$ cat config.mk
export PLATFORM = sky130hd
export DESIGN_NAME = sync_sram_data_io_control
export DESIGN_NICKNAME = d
export VERILOG_FILES = /design/src/logic/sram_io_pkg.sv /design/src/logic/sync_sram_data_io_control.sv
export SDC_FILE = /design/constraint.sdc
export NUM_CORES = 2
export LEC_CHECK = 0
export BUFFER_PORTS_ARGS = -buffer_cell sky130_fd_sc_hd__buf_2
export CAP_MARGIN = 30
export CORE_AREA = 2 2 421 423
export DETAILED_ROUTE_END_ITERATION = 10
export DIE_AREA = 0 0 423 425
export PLACE_DENSITY = 0.7
export SYNTH_ARGS = -nofsm -noshare
export SYNTH_HDL_FRONTEND = slang
export SYNTH_SLANG_ARGS = --single-unit
$ cat constraint.sdc
create_clock -name core_clk -period 8.5 [get_ports core_clk]
set_input_delay 0 -clock core_clk [delete_from_list [all_inputs] [get_ports core_clk]]
set_output_delay 0 -clock core_clk [all_outputs]
set_load 0.03 [all_outputs]
$ cat src/logic/sram_io_pkg.sv
// Constants shared by the synchronous SRAM data I/O block.
// Assumes a single 25 MHz core clock; test clock is sampled as a plain input.
package sram_io_pkg;
    localparam int          CLK_PERIOD_NS   = 40;
    localparam int          SLEEP_CYCLES    = 2;
    localparam logic [1:0]  SLEEP_CNT_RST   = 2'h0;
    localparam logic [1:0]  BURST_CNT_RST   = 2'h0;
    localparam logic        STRAP_RST       = 1'h1;
    localparam int          DATA_W_DEF      = 32;
    localparam int          BYTES_DEF       = 4;
    localparam int          ADDR_W_DEF      = 6;
    localparam int          BUF_DEPTH       = 2;
endpackage

$ cat src/logic/sync_sram_data_io_control.sv
// Data I/O, sleep and burst-order logic of a flow-through burst SRAM.
// Assumes controller-side inputs are synchronous to core_clk; the pin level is
// resolved outside from dq_oe/parity_oe. Test clock is sampled on core_clk.
`timescale 1ns/1ps

// Behaviour
// - A high sleep_request puts the device to sleep while memory contents stay intact.
// - Data lines acting as inputs are captured on the rising clock edge.
// - A read drives the word addressed at the preceding edge, with no extra stage.
// - Data and parity drive only while output enable (active low) is low.
// - Outputs float during write data, the first clock after deselect, and when deselected.
// - Parity lines behave like data lines and are written per byte write select.
// - Strap low gives linear burst order, high or floating gives interleaved.
// - The scan serial output changes on falling test clock edges.
// - Scan input and mode select are sampled on rising test clock edges.
// - Sleep entry and exit take two clocks; controller deselects before sleeping.
module sync_sram_data_io_control
    import sram_io_pkg::*;
#(
    parameter int DATA_W = DATA_W_DEF,
    parameter int BYTES  = BYTES_DEF,
    parameter int ADDR_W = ADDR_W_DEF
) (
    input  wire logic              core_clk,
    input  wire logic              rst_b,
    input  wire logic [ADDR_W-1:0] addr,
    input  wire logic              adv_load_n,
    input  wire logic              chip_select_lo_a,
    input  wire logic              chip_select_hi,
    input  wire logic              chip_select_lo_b,
    input  wire logic              write_en_n,
    input  wire logic [BYTES-1:0]  byte_write_select_n,
    input  wire logic              out_en_n,
    input  wire logic              sleep_request,
    input  wire logic              burst_order,
    input  wire logic [DATA_W-1:0] dq_in,
    output logic      [DATA_W-1:0] dq_out,
    output logic                   dq_oe,
    input  wire logic [BYTES-1:0]  parity_in,
    output logic      [BYTES-1:0]  parity_out,
    output logic                   parity_oe,
    output logic                   asleep,
    input  wire logic              test_clk,
    input  wire logic              test_data_in,
    input  wire logic              test_mode_sel,
    output logic                   test_data_out,
    output logic                   test_data_oe,
    output logic                   wr_ready
);

    localparam int BW = DATA_W / BYTES;

    // ----------------------------------------------------------------
    // Sleep control
    // ----------------------------------------------------------------
    typedef enum logic [1:0] {AWAKE, ENTERING, SLEEPING, LEAVING} sleep_t;
    sleep_t     sleep_q;
    sleep_t     sleep_d;
    logic [1:0] sleep_cnt_q;
    logic       sleep_meta_q;
    logic       sleep_sync_q;
    wire        sleep_done = (sleep_cnt_q == 2'(SLEEP_CYCLES - 1));

    always_ff @(posedge core_clk or negedge rst_b) begin
        if (!rst_b) begin
            sleep_meta_q <= 1'b0;
            sleep_sync_q <= 1'b0;
        end else begin
            sleep_meta_q <= sleep_request;
            sleep_sync_q <= sleep_meta_q;
        end
    end

    always_comb begin
        sleep_d = sleep_q;
        case (sleep_q)
            AWAKE:    if (sleep_sync_q) sleep_d = ENTERING;
            ENTERING: if (sleep_done) sleep_d = SLEEPING;
            SLEEPING: if (!sleep_sync_q) sleep_d = LEAVING;
            LEAVING:  if (sleep_done) sleep_d = AWAKE;
            default:  sleep_d = AWAKE;
        endcase
    end

    always_ff @(posedge core_clk or negedge rst_b) begin
        if (!rst_b) begin
            sleep_q     <= AWAKE;
            sleep_cnt_q <= SLEEP_CNT_RST;
        end else begin
            sleep_q     <= sleep_d;
            sleep_cnt_q <= (sleep_d != sleep_q || sleep_q == AWAKE || sleep_q == SLEEPING) ? SLEEP_CNT_RST
                                                                                          : sleep_cnt_q + 2'h1;
        end
    end

    // Array stays powered in sleep; only access logic is frozen
    assign asleep = (sleep_q != AWAKE);

    // ----------------------------------------------------------------
    // Access pipeline and burst counter
    // ----------------------------------------------------------------
    function automatic logic [1:0] burst_next(input logic [1:0] base, input logic [1:0] step, input logic lin);
        burst_next = lin ? base + step : base ^ step;
    endfunction

    wire selected  = !chip_select_lo_a && chip_select_hi && !chip_select_lo_b;
    wire load      = !adv_load_n && !asleep;
    logic              strap_q;
    logic [ADDR_W-1:0] base_q;
    logic [1:0]        step_q;
    logic              active_q;
    logic              wr_q;
    logic              was_desel_q;
    logic [ADDR_W-1:0] acc_addr_q;

    // Strap caught after reset release, never under reset
    logic strap_taken_q;
    always_ff @(posedge core_clk or negedge rst_b) begin
        if (!rst_b) begin
            strap_q       <= STRAP_RST;
            strap_taken_q <= 1'b0;
        end else if (!strap_taken_q) begin
            strap_q       <= burst_order;
            strap_taken_q <= 1'b1;
        end
    end

    wire [1:0] next_low = burst_next(base_q[1:0], step_q + 2'h1, !strap_q);
    wire       adv      = adv_load_n && active_q && !asleep;

    always_ff @(posedge core_clk or negedge rst_b) begin
        if (!rst_b) begin
            base_q      <= '0;
            step_q      <= BURST_CNT_RST;
            active_q    <= 1'b0;
            wr_q        <= 1'b0;
            was_desel_q <= 1'b1;
            acc_addr_q  <= '0;
        end else if (load) begin
            base_q      <= addr;
            step_q      <= BURST_CNT_RST;
            active_q    <= selected;
            wr_q        <= !write_en_n;
            was_desel_q <= !active_q;
            acc_addr_q  <= addr;
        end else if (adv) begin
            step_q      <= step_q + 2'h1;
            was_desel_q <= 1'b0;
            acc_addr_q  <= {base_q[ADDR_W-1:2], next_low};
        end else begin
            active_q    <= 1'b0; // pending access dropped on sleep
            was_desel_q <= 1'b1;
        end
    end

    // ----------------------------------------------------------------
    // Write buffer (two entries) and array
    // ----------------------------------------------------------------
    logic [DATA_W-1:0]       mem [2**ADDR_W];
    logic [BYTES-1:0]        par_mem [2**ADDR_W];
    logic [DATA_W-1:0]       wb_data_q [BUF_DEPTH];
    logic [BYTES-1:0]        wb_par_q  [BUF_DEPTH];
    logic [BYTES-1:0]        wb_be_q   [BUF_DEPTH];
    logic [ADDR_W-1:0]       wb_addr_q [BUF_DEPTH];
    logic [1:0]              wb_cnt_q;
    logic                    wb_rd_q;
    logic                    wb_wr_q;

    wire wb_push  = active_q && wr_q && !asleep;
    wire wb_valid = (wb_cnt_q != 2'h0);
    wire wb_pop   = wb_valid && !asleep; // array drain stalls in sleep
    assign wr_ready = (wb_cnt_q != 2'(BUF_DEPTH));

    always_ff @(posedge core_clk) begin
        if (wb_push && wr_ready) begin
            wb_data_q[wb_wr_q] <= dq_in;
            wb_par_q[wb_wr_q]  <= parity_in;
            wb_be_q[wb_wr_q]   <= ~byte_write_select_n;
            wb_addr_q[wb_wr_q] <= acc_addr_q;
        end
        if (wb_pop) begin
            for (int b = 0; b < BYTES; b++) begin
                if (wb_be_q[wb_rd_q][b]) begin
                    mem[wb_addr_q[wb_rd_q]][b*BW +: BW] <= wb_data_q[wb_rd_q][b*BW +: BW];
                    par_mem[wb_addr_q[wb_rd_q]][b]      <= wb_par_q[wb_rd_q][b];
                end
            end
        end
    end

    always_ff @(posedge core_clk or negedge rst_b) begin
        if (!rst_b) begin
            wb_cnt_q <= 2'h0;
            wb_rd_q  <= 1'b0;
            wb_wr_q  <= 1'b0;
        end else begin
            wb_cnt_q <= wb_cnt_q + 2'(wb_push && wr_ready) - 2'(wb_pop);
            if (wb_push && wr_ready) wb_wr_q <= !wb_wr_q;
            if (wb_pop) wb_rd_q <= !wb_rd_q;
        end
    end

    // ----------------------------------------------------------------
    // Read path, flow-through
    // ----------------------------------------------------------------
    // Pending write to same word is forwarded so read sees newest data
    logic hit0;
    logic hit1;
    assign hit0 = wb_cnt_q != 2'h0 && wb_addr_q[wb_rd_q] == acc_addr_q;
    assign hit1 = wb_cnt_q == 2'h2 && wb_addr_q[!wb_rd_q] == acc_addr_q;

    always_comb begin
        dq_out     = mem[acc_addr_q];
        parity_out = par_mem[acc_addr_q];
        for (int k = 0; k < 2; k++) begin
            if ((k == 0 && hit0) || (k == 1 && hit1)) begin
                for (int b = 0; b < BYTES; b++) begin
                    if (wb_be_q[k == 0 ? wb_rd_q : !wb_rd_q][b]) begin
                        dq_out[b*BW +: BW] = wb_data_q[k == 0 ? wb_rd_q : !wb_rd_q][b*BW +: BW];
                        parity_out[b]      = wb_par_q[k == 0 ? wb_rd_q : !wb_rd_q][b];
                    end
                end
            end
        end
    end

    wire drive = active_q && !wr_q && !was_desel_q && !asleep && !out_en_n;
    assign dq_oe     = drive;
    assign parity_oe = drive;

    // ----------------------------------------------------------------
    // Scan serial pins
    // ----------------------------------------------------------------
    logic tck_q;
    logic tdi_q;
    logic tms_q;
    logic tdo_q;
    always_ff @(posedge core_clk or negedge rst_b) begin
        if (!rst_b) begin
            tck_q <= 1'b0;
            tdi_q <= 1'b0;
            tms_q <= 1'b1;
            tdo_q <= 1'b0;
        end else begin
            tck_q <= test_clk;
            if (test_clk && !tck_q) begin
                tdi_q <= test_data_in;
                tms_q <= test_mode_sel;
            end
            if (!test_clk && tck_q) tdo_q <= tdi_q;
        end
    end
    assign test_data_out = tdo_q;
    assign test_data_oe  = !tms_q;

    // ----------------------------------------------------------------
    // Checks
    // ----------------------------------------------------------------
    a_oe_blocks_drive: assert property (@(posedge core_clk) disable iff (!rst_b)
        out_en_n |-> !dq_oe && !parity_oe) else $error("drive while oe high");
    a_write_floats: assert property (@(posedge core_clk) disable iff (!rst_b)
        (active_q && wr_q) |-> !dq_oe) else $error("drive during write");
    a_desel_floats: assert property (@(posedge core_clk) disable iff (!rst_b)
        (load && !selected) |=> !dq_oe) else $error("drive after deselect");
    a_sleep_floats: assert property (@(posedge core_clk) disable iff (!rst_b)
        asleep |-> !dq_oe) else $error("drive while asleep");
    a_sleep_entry: assert property (@(posedge core_clk) disable iff (!rst_b)
        (sleep_q == AWAKE && sleep_sync_q) |=> sleep_q == ENTERING ##2 sleep_q == SLEEPING)
        else $error("sleep entry not two clocks");
    a_sleep_hold: assert property (@(posedge core_clk) disable iff (!rst_b)
        (sleep_q == SLEEPING && sleep_sync_q) |=> asleep) else $error("left sleep early");
    a_tdo_falling: assert property (@(posedge core_clk) disable iff (!rst_b)
        $changed(tdo_q) |-> $past(tck_q) && !$past(test_clk)) else $error("tdo moved off fall");
    a_tdi_rising: assert property (@(posedge core_clk) disable iff (!rst_b)
        (test_clk && !tck_q) |=> tdi_q == $past(test_data_in)) else $error("tdi not sampled");
    a_wr_capture: assert property (@(posedge core_clk) disable iff (!rst_b)
        (wb_push && wr_ready) |=> wb_data_q[$past(wb_wr_q)] == $past(dq_in)) else $error("write lost");
    a_burst_linear: assert property (@(posedge core_clk) disable iff (!rst_b)
        (adv && !strap_q) |=> acc_addr_q[1:0] == $past(base_q[1:0]) + $past(step_q) + 2'h1)
        else $error("linear order wrong");
    c_read_drive: cover property (@(posedge core_clk) dq_oe);
    c_write_full: cover property (@(posedge core_clk) !wr_ready);
    c_sleep_cycle: cover property (@(posedge core_clk) sleep_q == LEAVING ##2 sleep_q == AWAKE);

endmodule // sync_sram_data_io_control

Word level (Yosys, flattened, before mapping)
Memory sizes are Yosys's and may differ from the RTL's.
Cells that the tools add are included.
- add/sub/neg operators: 5
- mux-type cells: 49
- equal/unequal tests: 10
- reduce and logical (&&, ||, !) cells: 37
- bitwise operators: 2
- operators by type and width (operator ; number):
    $mux W32 ; 2
    $mux W8 ; 8
    $mux W1 ; 26
    $logic_and A1 B1 Y1 ; 17
    $mux W2 ; 8
    $logic_not A1 Y1 ; 14
    $eq A6 B6 Y1 ; 2
    $mux W6 ; 2
    $mux W4 ; 2
    $pmux W2 S4 ; 1
    $eq A2 B2 Y1 const B ; 3
    $reduce_bool A2 Y1 ; 3
    $add A2 B1 Y2 const B ; 2
    $eq A2 B1 Y1 const B ; 2
    $ne A2 B2 Y1 const B ; 2
    $not A4 Y4 ; 1
    $add A2 B1 Y2 ; 1
    $add A2 B2 Y2 ; 1
    $logic_not A2 Y1 ; 1
    $logic_or A1 B1 Y1 ; 2
    $ne A2 B2 Y1 ; 1
    $sub A2 B1 Y2 ; 1
    $xor A2 B2 Y2 ; 1
- register bits: 33
- memories: 6
- output and inout bits: 42
- memory bits (writable): 2396
- memory list (memory ; words ; bits a word ; rd ports ; clocked after memory_dff ; write ports ; RTL line ; source):
    mem ; 64 ; 32 ; 1 ; 0 ; 1 ; sync_sram_data_io_control.sv:159 ; logic [DATA_W-1:0] mem [2**ADDR_W];
    par_mem ; 64 ; 4 ; 1 ; 0 ; 1 ; sync_sram_data_io_control.sv:160 ; logic [BYTES-1:0] par_mem [2**ADDR_W];
    wb_data_q ; 2 ; 32 ; 2 ; 0 ; 1 ; sync_sram_data_io_control.sv:161 ; logic [DATA_W-1:0] wb_data_q [BUF_DEPTH];
    wb_addr_q ; 2 ; 6 ; 2 ; 0 ; 1 ; sync_sram_data_io_control.sv:164 ; logic [ADDR_W-1:0] wb_addr_q [BUF_DEPTH];
    wb_be_q ; 2 ; 4 ; 2 ; 0 ; 1 ; sync_sram_data_io_control.sv:163 ; logic [BYTES-1:0] wb_be_q [BUF_DEPTH];
    wb_par_q ; 2 ; 4 ; 2 ; 0 ; 1 ; sync_sram_data_io_control.sv:162 ; logic [BYTES-1:0] wb_par_q [BUF_DEPTH];

Logic depth before layout (Yosys ltp)
- word-level depth: 7
- depth in mapped cells: 12
- gate-level depth less buffers: 8

Worst setup path before layout
OpenSTA, ideal clock, no wires.
- kind: register to register
- start point: register wb_rd_q
- end point: memory mem[0][19] (netlist name), data pin
- slack: 3.485 ns
- setup time: 0.702 ns
- arrival: 4.313 ns
- stages on the path, launching flop included: 10
- buffers on the path: 8
- path through: dfrtp_1 > buf_6 > buf_6 > buf_2 > buf_2 > buf_2 > buf_2 > buf_1 > clkbuf_1 > o21ai_0
- word-level cells in the longest chain between the ends: 1
- ends and longest elaborated chain (item ; RTL line ; source):
    start, declared ; sync_sram_data_io_control.sv:166 ; logic wb_rd_q;
    start signal, assigned ; sync_sram_data_io_control.sv:199 ; if (wb_pop) wb_rd_q <= !wb_rd_q;
    $mem_v2 Z2 W32 ; - ;
    end, declared ; sync_sram_data_io_control.sv:159 ;
Every way passes these cells.

Worst setup path in the final report
- start point: register wb_rd_q
- end point: output dq_out[17]
- word-level cells in the longest chain between the ends: 6
- elaborated cells between the ends (all ways): 12
- classes of those cells: eq/ne (2); mux (4); reduce/logical (3); memory (3)
- ends and longest elaborated chain (item ; RTL line ; source):
    $mem_v2 Z2 W6 ; - ;
    $eq A6 B6 Y1 ; sync_sram_data_io_control.sv:209 ; assign hit0 = wb_cnt_q != 2'h0 && wb_addr_q[wb_rd_q] == acc_addr_q;
    $logic_and A1 B1 Y1 ; sync_sram_data_io_control.sv:209 ;
    $mux W32 ; sync_sram_data_io_control.sv:216 ; if ((k == 0 && hit0) || (k == 1 && hit1)) begin
    $mux W8 ; sync_sram_data_io_control.sv:218 ; if (wb_be_q[k == 0 ? wb_rd_q : !wb_rd_q][b]) begin
    $mux W32 (*) ; sync_sram_data_io_control.sv:216 ;
    end, declared ; sync_sram_data_io_control.sv:37 ; output logic [DATA_W-1:0] dq_out,
Every way passes the cells marked *; elsewhere a longest branch is shown, timed or not.

==> reports/summary.txt <==
status -> finished clean
Fin Hold WS -> 0.09072 ns
CP peak stage delay -> 1.05 ns
First DRT Iteration DRCs -> 7783
Chip Height -> 425 um
Pre-Repair DR Iteration Count -> 6
Design Area, Final -> 0.1087 sq mm
Critical Path AT -> 5.74 ns
post-placement cell count -> 7034
main flop type after synthesis -> edfxtp_1
fin util -> 0.6199
Syn Std Cell Area -> 0.09609 sq mm
Die W -> 423 um
H-tree depth -> 4
worst-path cell chain -> buf_4, mux2i_1, xnor2_1, or3_1, nor2_1, a311o_1, a22o_1, buf_2
vias per cell -> 6.602
IO Pins -> 101
cell type with the largest total area after synthesis -> edfxtp_1
die area -> 0.1798 sq mm
complex-gate fraction of the synthesized area -> 0.03387
Slew Limit Fails -> 0
share of the yosys chip area belonging to registers -> 0.7574
floorplan core area -> 0.1753 sq mm
post-CTS repair timing setup buffer count -> 0
vias in the first global route -> 49690
post-DR wirelength/cell -> 33.25 um
Post-synth EDFFs -> 2396
Worst-Margin Slew -> 1.155 ns
Clock Latency Late Sink -> 0.86 ns
Max clock buf depth -> 3
CTS tree -> yes
CP top delay family -> simple AND/OR/NAND/NOR gates
Leakage Power -> 34.20 nW
RSZ-0062 raised after global routing -> no
row count -> 154
Power, Total -> 36.38 mW
largest net degree at the start of global routing -> 107
CP max stage cell -> dfrtp_4
Layout Cells excl Fill -> 7599
Simple-Gate Fraction of Synth Area -> 0.03194
Power per Cell Area -> 334.7 mW/mm^2
Tcrit/Tclk final -> 0.6758
CTS root buf -> clkbuf_16
Post-layout nets -> 5114
Syn Area/Cell -> 20.43 sq um
RePlAce Congestion -> 0.8643
maximum vdd drop -> 375.3 uV
Final Setup Violations -> 0
CP endpoint kind -> output pin
slew margin rel. -> 0.2269
post-synthesis cell count -> 4703
DP Area -> 0.09994 sq mm
IO Port Bufs -> 100
Area Growth Syn to Fin -> 13.11%
Overflow after GRT -> 0
FF+latch count, synth -> 2429
adder-cell area share of the yosys netlist -> 0.0005208
final wirelength -> 252600 um
MaxCap Viol Count -> 0
xor/xnor share of the synthesized area -> 0.001914
ys async rst share -> 0.01359
Max FO, Critical Path -> 69
top cells by area, synth -> edfxtp_1 (75%), mux4_2 (14%), mux2i_1 (1.6%)
initial antenna violation count -> 11
final hold viol count -> 0
Initial Utilization -> 0.5480
Syn Nets -> 4766
CP bufs+invs -> 2
yosys warns -> 0
dpl ws -> 3.714 ns
DP Wirelength -> 153600 um
Synth cell types -> 77
Residual DRC -> 0
Startpoint Class -> register
Vias -> 50170
largest family of logic cells by synthesized area -> multiplexers
top-area cell type share of the netlist area -> 0.7487
CTS clk-pin slew, worst paths -> 0.06 ns
fmax -> 174.1 MHz
DRT antenna net count -> 0
share of cells above drive strength 1 -> 0.2457
first-pass GRT wire length -> 361900 um
hold crit path type -> in -> reg
Sink Count -> 2429
total negative slack -> 0 ns
worst setup path category -> reg -> out
min setup slack post-route -> 2.755 ns
worst path required time -> 8.50 ns
TritonCTS Buffers -> 229
Setup Skew -> 0.03432 ns
Final min period -> 5.745 ns
Overall Global Routing Usage -> 0.2824
mux cell area share after synthesis -> 0.1579
-- metal layers --
layer,up-vias,track usage,part of all wire
met5,-,0,0.00010
met4,4,0.1386,0.055
met3,549,0.05252,0.098
met2,3107,0.4442,0.48
met1,26210,0.3858,0.37
li1,20310,-,-
-- cell type report --
class                   count  area [sq um]
diodes                     13         32.53
clock buffers             286          6070
clock inverters           140          1406
fillers                 11870         66650
inverters                  40         158.9
multi-input cells        1955         21880
flip-flops and latches   2429         72800
well taps                2340          2928
repair buffers            396          3418
-- synthesized netlist by cell type (9+ instances only) --
master,n
o311a_1,15
buf_4,40
a221oi_1,39
dfrtp_1,30
nor4_1,16
nor2b_1,14
buf_1,47
nand3_1,29
mux4_2,577
o32ai_1,12
nor3_1,11
mux2i_1,152
o22ai_1,28
nand2b_1,11
nand4_1,24
a31oi_1,60
buf_6,17
mux2_2,55
xnor2_1,19
a22o_1,9
edfxtp_1,2396
o21ai_0,36
inv_1,35
and3_1,25
a22oi_1,38
a21oi_1,32
clkbuf_1,91
a311oi_1,24
nor2_1,324
nand2_1,238
a211oi_1,22
buf_2,83
a41o_1,28
-- sequential cells by signal, indices dropped and copies added (netlist names), 2 cells and up --
| name | count |
|---|---|
| acc_addr_q | 6 |
| sleep_q | 2 |
| wb_be_q | 8 |
| step_q | 2 |
| wb_data_q | 64 |
| wb_addr_q | 12 |
| wb_cnt_q | 2 |
| sleep_cnt_q | 2 |
| mem | 2048 |
| par_mem | 256 |
| base_q | 6 |
| wb_par_q | 8 |
-- tightest hold or removal path, cell delays in order --
cell	delay, ns
buf_2	0.08
nor2_1	0.04
a31o_2	0.23
dlygate4sd3_1	0.55
-- cell usage in the layout, fill, tap and decap left out, types with 29 or more instances in the layout --
cell | synthesis | routed
nor2_1 | 324 | 317
nand3_1 | 29 | 29
o21ai_0 | 36 | 29
a22oi_1 | 38 | 38
buf_4 | 40 | 135
clkinv_1 | 3 | 57
clkbuf_16 | 0 | 233
a221oi_1 | 39 | 39
a21oi_1 | 32 | 32
inv_1 | 35 | 34
clkinv_2 | 0 | 37
edfxtp_1 | 2396 | 2396
nand2_1 | 238 | 236
mux4_2 | 577 | 577
mux2_2 | 55 | 55
buf_2 | 83 | 101
dlygate4sd3_1 | 0 | 109
a31oi_1 | 60 | 60
mux2i_1 | 152 | 152
clkbuf_1 | 91 | 49
-- power by group --
part	internal (mW)	switching (mW)	total (mW)
Combinational	4.20	7.51	11.7
Sequential	14.1	0.285	14.4
Clock	5.86	4.39	10.2
-- what timing repair did --
item                      4_1_cts  5_1_grt
hold endpoints to repair      135        0
gates resized for setup         0        0
hold buffers                  110        0
-- kinds of logic after synthesis --
| group | Yosys count |
|---|---|
| and+or+nand+nor | 717 |
| muxes | 786 |
| DFF | 2429 |
| AOI/OAI and AO/OA | 426 |
| xor gates and xnor gates | 21 |
| adders and majority gates | 4 |
| other | 1 |
| buffers and inverters | 319 |
-- final timing paths --
| kind | slack [ns] | cells after the start | from | endpoint |
|---|---|---|---|---|
| min | 0.09 | 4 | chip_select_lo_a | active_q |
| min reg2reg | 0.37 | 0 | sleep_meta_q | sleep_sync_q |
| min in group asynchronous | 0.25 | 3 | rst_b | strap_q |
| max in group asynchronous | 8.03 | 4 | rst_b | acc_addr_q[3] |
| max | 2.76 | 8 | wb_rd_q | dq_out[17] |
| max reg2reg | 3.62 | 5 | wb_rd_q | par_mem[60][3] |
Note: power is estimated with default switching activity, not from simulation.
